==> src/rtl/pcnt_pkg.sv <==
/*
  constants and types for the presettable 4-bit synchronous counter.
  assumes a 32-bit apb register bus with 12-bit byte addresses.
*/
package pcnt_pkg;

  // ------------------------------------------------------------
  // counter geometry
  // ------------------------------------------------------------
  localparam int          CNT_W    = 4;
  localparam logic [3:0]  CNT_ZERO = 4'h0;
  localparam logic [3:0]  CNT_ONE  = 4'h1;
  localparam logic [3:0]  CNT_MAX  = 4'hF;

  // ------------------------------------------------------------
  // register map
  // ------------------------------------------------------------
  localparam int          ADDR_W        = 12;
  localparam logic [11:0] ADDR_CTRL     = 12'h000;
  localparam logic [11:0] ADDR_STATUS   = 12'h004;
  localparam int          CTRL_LOAD_BIT = 0;
  localparam int          CTRL_VAL_LSB  = 4;
  localparam int          STAT_CRY_BIT  = 4;
  localparam logic [31:0] RDATA_ZERO    = 32'h0000_0000;
  localparam logic [3:0]  VAL_RESET     = 4'h0;

  // ------------------------------------------------------------
  // types
  // ------------------------------------------------------------
  typedef enum logic [1:0] {
    PCNT_HOLD,
    PCNT_COUNT,
    PCNT_LOAD
  } pcnt_mode_type;

  typedef struct packed {
    logic       load_req;
    logic [3:0] value;
  } pcnt_soft_load_type;

  typedef struct packed {
    logic       carry;
    logic [3:0] count;
  } pcnt_status_type;

endpackage

==> src/rtl/pcnt_counter.sv <==
/*
  presettable 4-bit synchronous binary up counter with apb status/control.
  assumes all pin inputs synchronous to sys_clk; async_clear_n may fall
  at any time and should be released clear of a rising edge.
*/
// Implementation choices: the APB slave port and the register offsets.
`timescale 1ns/10ps
`default_nettype none
module pcnt_counter (
  input  wire logic                        sys_clk,
  input  wire logic                        reset_n,
  input  wire logic                        async_clear_n,
  input  wire logic                        sync_load_n,
  input  wire logic                        parallel_count_enable,
  input  wire logic                        trickle_count_enable,
  input  wire logic [pcnt_pkg::CNT_W-1:0]  preset_data,
  output logic                             count_bit0,
  output logic                             count_bit1,
  output logic                             count_bit2,
  output logic                             count_bit3,
  output logic                             ripple_carry_out,
  input  wire logic                        psel,
  input  wire logic                        penable,
  input  wire logic                        pwrite,
  input  wire logic [pcnt_pkg::ADDR_W-1:0] paddr,
  input  wire logic [31:0]                 pwdata,
  output logic                             pready,
  output logic [31:0]                      prdata,
  output logic                             pslverr
);
  import pcnt_pkg::*;

  // ------------------------------------------------------------
  // reset release
  // ------------------------------------------------------------
  logic rst_meta_q;
  logic rst_n_q;

  always_ff @(posedge sys_clk or negedge reset_n) begin
    if (!reset_n) begin
      rst_meta_q <= 1'b0;
      rst_n_q    <= 1'b0;
    end else begin
      rst_meta_q <= 1'b1;
      rst_n_q    <= rst_meta_q;
    end
  end

  // ------------------------------------------------------------
  // mode select
  // ------------------------------------------------------------
  logic               [3:0] count_q;
  logic               [3:0] count_d;
  pcnt_soft_load_type       soft_q;
  pcnt_mode_type            mode;
  wire logic                zero_n    = rst_n_q & async_clear_n;
  wire logic                pin_load  = ~sync_load_n;
  wire logic                cnt_en    = parallel_count_enable & trickle_count_enable;
  wire logic                any_load  = pin_load | soft_q.load_req;
  wire logic          [3:0] load_val  = pin_load ? preset_data : soft_q.value;
  wire logic                at_max    = (count_q == CNT_MAX);

  assign mode = any_load ? PCNT_LOAD : (cnt_en ? PCNT_COUNT : PCNT_HOLD);

  always_comb begin
    unique case (mode)
      PCNT_LOAD:  count_d = load_val;
      PCNT_COUNT: count_d = CNT_W'(count_q + CNT_ONE);
      PCNT_HOLD:  count_d = count_q;
    endcase
  end

  // ------------------------------------------------------------
  // count flops
  // ------------------------------------------------------------
  always_ff @(posedge sys_clk or negedge zero_n) begin
    if (!zero_n) begin
      count_q <= CNT_ZERO;
    end else begin
      count_q <= count_d;
    end
  end

  assign count_bit0       = count_q[0];
  assign count_bit1       = count_q[1];
  assign count_bit2       = count_q[2];
  assign count_bit3       = count_q[3];
  assign ripple_carry_out = at_max & trickle_count_enable;

  // ------------------------------------------------------------
  // apb slave
  // ------------------------------------------------------------
  pcnt_status_type  status;
  logic      [31:0] rdata_q;
  logic      [31:0] rdata_d;
  wire logic        hit_ctrl  = (paddr == ADDR_CTRL);
  wire logic        hit_stat  = (paddr == ADDR_STATUS);
  wire logic        setup     = psel & ~penable;
  wire logic        access    = psel & penable;
  wire logic        bad_acc   = ~hit_ctrl & ~(hit_stat & ~pwrite);
  wire logic        ctrl_wr   = access & pwrite & hit_ctrl;

  assign status.carry = ripple_carry_out;
  assign status.count = count_q;

  always_comb begin
    rdata_d = RDATA_ZERO;
    if (hit_stat) begin
      rdata_d[STAT_CRY_BIT:0] = status;
    end else if (hit_ctrl) begin
      rdata_d[CTRL_VAL_LSB +: CNT_W] = soft_q.value;
    end
  end

  always_ff @(posedge sys_clk or negedge rst_n_q) begin
    if (!rst_n_q) begin
      rdata_q <= RDATA_ZERO;
    end else if (setup) begin
      rdata_q <= rdata_d;
    end
  end

  always_ff @(posedge sys_clk or negedge rst_n_q) begin
    if (!rst_n_q) begin
      soft_q.load_req <= 1'b0;
      soft_q.value    <= VAL_RESET;
    end else if (ctrl_wr) begin
      soft_q.load_req <= pwdata[CTRL_LOAD_BIT];
      soft_q.value    <= pwdata[CTRL_VAL_LSB +: CNT_W];
    end else begin
      soft_q.load_req <= 1'b0;
    end
  end

  assign pready  = penable;
  assign prdata  = rdata_q;
  assign pslverr = access & bad_acc;

  // ------------------------------------------------------------
  // checks: load and count
  // ------------------------------------------------------------

  load_copies_a: assert property (
    @(posedge sys_clk) disable iff (!zero_n)
    !sync_load_n
      |=> count_q == $past(preset_data))
    else $error("pin load did not copy preset data");

  load_en_off_a: assert property (
    @(posedge sys_clk) disable iff (!zero_n)
    (!sync_load_n && !parallel_count_enable && !trickle_count_enable)
      |=> count_q == $past(preset_data))
    else $error("pin load blocked by low enables");

  count_step_a: assert property (
    @(posedge sys_clk) disable iff (!zero_n)
    (sync_load_n && !soft_q.load_req && parallel_count_enable && trickle_count_enable)
      |=> count_q == CNT_W'($past(count_q) + CNT_ONE))
    else $error("count did not step by one");

  hold_count_a: assert property (
    @(posedge sys_clk) disable iff (!zero_n)
    (sync_load_n && !soft_q.load_req && !(parallel_count_enable && trickle_count_enable))
      |=> $stable(count_q))
    else $error("count moved while inhibited");

  trickle_off_hold_a: assert property (
    @(posedge sys_clk) disable iff (!zero_n)
    (sync_load_n && !soft_q.load_req && !trickle_count_enable)
      |=> $stable(count_q))
    else $error("count moved with trickle enable low");

  wrap_zero_a: assert property (
    @(posedge sys_clk) disable iff (!zero_n)
    (count_q == CNT_MAX && sync_load_n && !soft_q.load_req && cnt_en)
      |=> count_q == CNT_ZERO ##1 (!$past(cnt_en) || !$past(sync_load_n) || $past(soft_q.load_req) || count_q == CNT_ONE))
    else $error("count did not wrap to zero and continue");

  soft_load_a: assert property (
    @(posedge sys_clk) disable iff (!zero_n)
    (ctrl_wr && pwdata[CTRL_LOAD_BIT]) ##1 sync_load_n
      |=> count_q == $past(soft_q.value))
    else $error("soft load did not take effect");

  soft_pulse_a: assert property (
    @(posedge sys_clk) disable iff (!rst_n_q)
    (soft_q.load_req && !ctrl_wr)
      |=> !soft_q.load_req)
    else $error("soft load request stayed high");

  // ------------------------------------------------------------
  // checks: carry
  // ------------------------------------------------------------

  carry_level_a: assert property (
    @(posedge sys_clk) disable iff (!rst_n_q)
    1'b1
      |-> ripple_carry_out == (count_q == CNT_MAX && trickle_count_enable))
    else $error("ripple carry level wrong");

  carry_gate_a: assert property (
    @(posedge sys_clk) disable iff (!rst_n_q)
    (count_q == CNT_MAX && trickle_count_enable && !parallel_count_enable)
      |-> ripple_carry_out)
    else $error("parallel enable affected ripple carry");

  carry_low_a: assert property (
    @(posedge sys_clk) disable iff (!rst_n_q)
    (count_q != CNT_MAX || !trickle_count_enable)
      |-> !ripple_carry_out)
    else $error("ripple carry high off terminal count");

  // ------------------------------------------------------------
  // checks: clear and reset
  // ------------------------------------------------------------

  clear_wins_a: assert property (
    @(posedge sys_clk) disable iff (!rst_n_q)
    !async_clear_n
      |-> count_q == CNT_ZERO)
    else $error("clear did not force zero");

  reset_zero_a: assert property (
    @(posedge sys_clk)
    !rst_n_q
      |-> (count_q == CNT_ZERO && prdata == RDATA_ZERO && !soft_q.load_req))
    else $error("reset left state nonzero");

  // ------------------------------------------------------------
  // checks: apb
  // ------------------------------------------------------------

  status_read_a: assert property (
    @(posedge sys_clk) disable iff (!rst_n_q)
    (setup && !pwrite && hit_stat)
      |=> prdata[CNT_W-1:0] == $past(count_q))
    else $error("status read returned stale count");

  status_carry_a: assert property (
    @(posedge sys_clk) disable iff (!rst_n_q)
    (setup && !pwrite && hit_stat)
      |=> prdata[STAT_CRY_BIT] == $past(ripple_carry_out))
    else $error("status read returned wrong carry");

  ctrl_read_a: assert property (
    @(posedge sys_clk) disable iff (!rst_n_q)
    (setup && !pwrite && hit_ctrl)
      |=> prdata[CTRL_VAL_LSB +: CNT_W] == $past(soft_q.value))
    else $error("control read returned wrong value");

  prdata_hold_a: assert property (
    @(posedge sys_clk) disable iff (!rst_n_q)
    !setup
      |=> $stable(prdata))
    else $error("read data moved outside setup");

  ctrl_write_a: assert property (
    @(posedge sys_clk) disable iff (!rst_n_q)
    ctrl_wr
      |=> soft_q.value == $past(pwdata[CTRL_VAL_LSB +: CNT_W]))
    else $error("control write did not land");

  bad_write_a: assert property (
    @(posedge sys_clk) disable iff (!rst_n_q)
    (access && pwrite && !hit_ctrl)
      |=> ($stable(soft_q.value) && !soft_q.load_req))
    else $error("refused write changed control state");

  bad_err_a: assert property (
    @(posedge sys_clk) disable iff (!rst_n_q)
    (access && pwrite && hit_stat)
      |-> pslverr)
    else $error("status write not flagged");

  ctrl_ok_a: assert property (
    @(posedge sys_clk) disable iff (!rst_n_q)
    (access && hit_ctrl)
      |-> !pslverr)
    else $error("control access flagged as error");

  // ------------------------------------------------------------
  // covers
  // ------------------------------------------------------------

  cover_wrap_c:  cover property (@(posedge sys_clk) disable iff (!zero_n)
    count_q == CNT_MAX ##1 count_q == CNT_ZERO);
  cover_load_c:  cover property (@(posedge sys_clk) disable iff (!zero_n)
    !sync_load_n && cnt_en);
  cover_clear_c: cover property (@(posedge sys_clk) disable iff (!rst_n_q)
    count_q != CNT_ZERO ##1 !async_clear_n);
  cover_carry_c: cover property (@(posedge sys_clk) disable iff (!rst_n_q)
    ripple_carry_out && !parallel_count_enable);
  cover_soft_c:  cover property (@(posedge sys_clk) disable iff (!zero_n)
    soft_q.load_req && sync_load_n);

endmodule
`default_nettype wire

==> config.mk <==
export PLATFORM = sky130hd
export DESIGN_NAME = pcnt_counter
export DESIGN_NICKNAME = d
export VERILOG_FILES = /design/src/rtl/pcnt_pkg.sv /design/src/rtl/pcnt_counter.sv
export SDC_FILE = /design/constraint.sdc
export NUM_CORES = 1
export LEC_CHECK = 0
export CAP_MARGIN = 10
export CORE_MARGIN = 4
export CORE_UTILIZATION = 31
export DETAILED_ROUTE_END_ITERATION = 8
export DONT_BUFFER_PORTS = 1
export GPL_ROUTABILITY_DRIVEN = 0
export PLACE_DENSITY = 0.55
export SETUP_SLACK_MARGIN = 0.15
export SYNTH_ARGS = -nofsm -noshare
export SYNTH_HDL_FRONTEND = slang
export SYNTH_SLANG_ARGS = --single-unit
==> constraint.sdc <==
create_clock -name sys_clk -period 1.1 [get_ports sys_clk]
set_clock_uncertainty 0.2 [all_clocks]
set_input_delay 0.055 -clock sys_clk [delete_from_list [all_inputs] [get_ports sys_clk]]
set_output_delay 0.055 -clock sys_clk [all_outputs]
set_load 0.02 [all_outputs]
# After elaboration in Yosys (flattened, before gate mapping)
# Index checks and enable logic that the tools add are counted.
# totals
regBits	19
romBits	0
word_cells	38
out_inout_bits	39
ram_bits	0
latchBits	0
mem_count	0
# classes
order_cmp	0
n_eq_ne	4
n_shift	0
bitwise	16
add_sub_neg	1
n_reduce_logical	2
muxes	9
div_mod_pow	0
multipliers	0
# ops
cell	n
$eq 12x3->1 const B	1
$logic_not 12->1	1
$mux 4	3
$and 1x1->1	10
$pmux 4 s2	1
$not 1->1	5
$add 4x1->4 const B	1
$eq 4x4->1 const B	1
$mux 1	3
$mux 3	1
$eq 2x1->1 const B	1
$eq 2x2->1 const B	1
$logic_not 2->1	1
$mux 2	1
$or 1x1->1	1

# Logic depth before layout (Yosys ltp)
# logic_depth
ltp_word	5
depth_mapped	4

# Worst setup path before layout
# No wires, ideal clock.
# synth_timing
kind	input-to-reg
startpoint	in paddr[4] (netlist bit)
endpoint	reg soft_q[0] (netlist bit)
arrival_time_ns	1.306
n_path_buf	0
stages	3
required_ns	0.775
path_slack_ns	-0.531
cell_sequence	or4_4 > nor4_4 > mux2_2
# synth_between
elab_chain_cells	2
# synth_lines
element	line_no	source
start: declaration	pcnt_counter.sv:25	input wire logic [pcnt_pkg::ADDR_W-1:0] paddr,
$logic_not 12->1	pcnt_counter.sv:96	wire logic hit_ctrl = (paddr == ADDR_CTRL);
$and 1x1->1	pcnt_counter.sv:101	wire logic ctrl_wr = access & pwrite & hit_ctrl;
end: declaration	pcnt_counter.sv:54	pcnt_soft_load_type soft_q;
# No other way between the ends.
# A chain may end at the register's enable or synchronous reset.

# Worst setup path in the final report
# layout_timing
startpoint	reg count_q[1]
endpoint	out ripple_carry_out
# layout_between
elab_chain_cells	2
# layout_lines
element	line_no	source
start: declaration	pcnt_counter.sv:52	logic [3:0] count_q;
start signal: assignment	pcnt_counter.sv:80	count_q <= count_d;
$eq 4x4->1	pcnt_counter.sv:61	wire logic at_max = (count_q == CNT_MAX);
$and 1x1->1	pcnt_counter.sv:88	assign ripple_carry_out = at_max & trickle_count_enable;
end: declaration	pcnt_counter.sv:21	output logic ripple_carry_out,
# No other way between the ends.

==> results.md <==
- Critical Path Source Type: flop
- Hold Crit Endpoint: prdata[6]
- TNS Setup: -3.55 ns
- Synth-to-layout area growth: 49.6%
- Fin crit period: 1.41 ns
- Die ar.: approximately 4700 um^2
- RR Endpoint: count_q[1]
- Post-synthesis xor/xnor area fraction: 0.768%
- Final #Nets: 216
- Post-Synth Adder-Cell Area: 1.10%
- Hold Crit Class: input pin to flop
- Core footprint: 3440 um^2
- Crit path DAT: 1.16 ns
- Met2 WL post-DR: roughly 1.5 mm
- Met3 wire length: 213 um
- Grt total ovfl: 0
- R2r setup slk: -0.27 ns
- IO Count: 96
- Largest net degree at the start of global routing: 14
- Worst setup EP type: primary output
- Final period util: 128%
- Via density: approximately 4.6
- Total clock buffers created by CTS: 3
- Final hold slack: -0.312 ns
- Endpoints failing hold: 18
- Drt first pass iters: 4
- I/O Buffers: 0
- Bufs on Longest Clock Path: 2
- Synth Instances: 114
- Sequential-to-total area share from yosys stat: between 40% and 50%
- Diodes inserted: 0
- FMAX: 709 MHz
- Residual DRC: 0
- Maxcap violations: 0
- Initial antenna violation count: 0
- Reg2reg start: count_q[1]
- Flops & latches, synth: 19
- Worst reg2reg path depth: 4
- Critical path class: flop to primary output
- Antenna-violating nets left: 0
- Final Max Slew Viols: 0
- Initial DRC Count: 18
- Vias in the first global route: 931
- Root Driver: clkbuf_8
- Avg Inst Size Synth: ~10 um^2
- Worst EP required: 0.84 ns
- Final setup viols: 17
- Max VDD drop: 0.700 mV
- Compound-Gate Fraction of Synth Area: between 10% and 20%
- Post-synthesis mux area share: 4.83%
- Synth Area in Simple Gates: 19.3%
- Top Layer Used: met4
- Syn. warnings: 0
- Die height: approximately 69 um
- Status: complete, but fails checks
- CP Max Fanout: 2
- Final wirelength: around 2.9 mm
- RSZ-0062 raised after global routing: yes
- Die X-Extent: 68.6 um
- WL met1: around 1.2 mm
- Main combinational cell family by area after synthesis: buffers and inverters
- Post-route setup slack: -0.311 ns
- Hold Path Depth: 1
- DR vias: roughly 930
- Total track usage: 13.2%
- Hold Startpoint: paddr[2]
- CTS tree: built
- Latest clock arrival within the worst-skew pair: roughly 0.25 ns
- First-pass GRT wire length: between 4 and 5 mm
- Post-DP HPWL: 2.25 mm
- WL/cell: 14.2 um
- Hold buffers post-CTS: 12
- Initial core utilization: 33.1%
- Core Rows: 21
- Worst slack, placed: -0.620 ns
- Power Density: 936 nW/um^2
- Post-Syn Area: 1140 um^2
- Ratio of cells with drive above 1 in the final layout: 40.8%
- Num Clock Sinks: 19
- Failing checks: hold timing, setup timing
- Clock-pin slew on the worst setup and hold paths: 0.07 ns
- Leakage power: 0.000806 uW
- H-tree lvl count: 1
- Synth unique cells: 34
==> through the flow <==
step	util (%)	cells	hold slack, ns	instance area [um^2]	power, uW
detailed placement	39.6	178	-0.441	1360	1020
CTS	48.6	203	-0.321	1670	1600
global route	49.5	203	-0.326	1710	1690
global placement	39.6	178	-0.441	1360	1020
finish	49.5	203	-0.312	1710	1600
floorplan	-	137	-0.441	1340	1020
==> cells in the mapped netlist <==
master / instances / area share, %
a211oi_1: 1 / 0.66
a21boi_0: 1 / 0.66
a22o_1: 4 / 3.1
a31oi_1: 1 / 0.55
a41oi_1: 1 / 0.77
and2_1: 1 / 0.55
and3_1: 1 / 0.55
and3b_1: 3 / 2.3
and4_1: 2 / 1.5
buf_4: 25 / 16
clkbuf_1: 2 / 0.66
conb_1: 2 / 0.66
dfrtp_1: 19 / 42
ha_1: 1 / 1.1
inv_1: 8 / 2.6
mux2_2: 4 / 4.0
mux2i_1: 1 / 0.88
nand2_1: 7 / 2.3
nand2b_1: 2 / 1.1
nand3_1: 5 / 2.2
nand4b_1: 1 / 0.77
nor2b_1: 1 / 0.55
nor3_1: 3 / 1.3
nor4_1: 2 / 1.1
nor4_4: 1 / 1.9
o21ai_0: 3 / 1.3
o221ai_1: 1 / 0.77
o22ai_1: 2 / 1.1
o31ai_1: 1 / 0.66
o41ai_1: 3 / 2.3
or3_1: 1 / 0.55
or4_1: 1 / 0.66
or4_4: 2 / 2.0
xor2_1: 1 / 0.77
==> worst max-delay path by stage <==
stage | to | start
floorplan | soft_q[0] | paddr[4]
global placement | soft_q[0] | paddr[4]
detailed placement | soft_q[1] | paddr[4]
CTS | ripple_carry_out | count_q[0]
global route | soft_q[1] | paddr[3]
finish | ripple_carry_out | count_q[1]
==> kinds of logic (layout without fill, tap and decap cells) <==
kind of cell	count (synthesis)	in the layout
buf+inv	35	55
simple gates	33	33
flops	19	19
compound gates	18	18
mux	5	5
other cells	2	25
fa+ha+maj	1	1
xor+xnor	1	1
==> metal layers <==
| layer | vias to the layer above | track usage, % |
|---|---|---|
| met5 | - | 0 |
| met4 | 0 | 2.98 |
| met3 | 2 | 4.21 |
| met2 | 38 | 22.5 |
| met1 | 441 | 16.2 |
| li1 | 448 | - |
==> registers in the layout (all words and copies together) (netlist names) <==
| name | count |
|---|---|
| rst_meta_q | 1 |
| prdata | 8 |
| soft_q | 5 |
| rst_n_q | 1 |
| count_q | 4 |
==> area by class of cell <==
| cell class | count | area (um^2) |
|---|---|---|
| Clock buffer | 4 | 45.0 |
| Fill cell | 336 | 1740 |
| Inverter | 8 | 30.0 |
| Multi-Input combinational cell | 83 | 667 |
| Sequential cell | 19 | 479 |
| Tap cell | 46 | 57.6 |
| Timing Repair Buffer | 43 | 427 |
==> timing repair <==
item                                    4_1_cts  5_1_grt
endpoints found under the setup margin       30       29
resized for setup                            21       10
setup buffers                                 9        0
pin swaps                                     5        8
endpoints found under the hold margin        24       18
==> critical path, cell delays in order (launching register included) <==
cell	delay (ns)
dfrtp_2	0.44
ha_4	0.17
and4_4	0.17
buf_6	0.13
==> power breakdown <==
part	switching, uW	total (uW)	internal, uW
Combinational	197	369	172
Clock	223	480	257
Sequential	26.8	747	720
==> placed cells by master (no fill, tap or decap), types with 3 or more instances in the layout <==
cell type	n
a22o_1	4
and3b_1	3
buf_4	12
buf_6	19
clkbuf_8	3
conb_1	25
dfrtp_1	16
dfrtp_2	3
dlygate4sd3_1	11
inv_1	6
mux2_4	4
nand2_1	7
nand3_2	4
nor4_4	3
o21ai_0	3
o41ai_2	3
or4_4	3
Note: power is estimated with default switching activity, not from simulation.
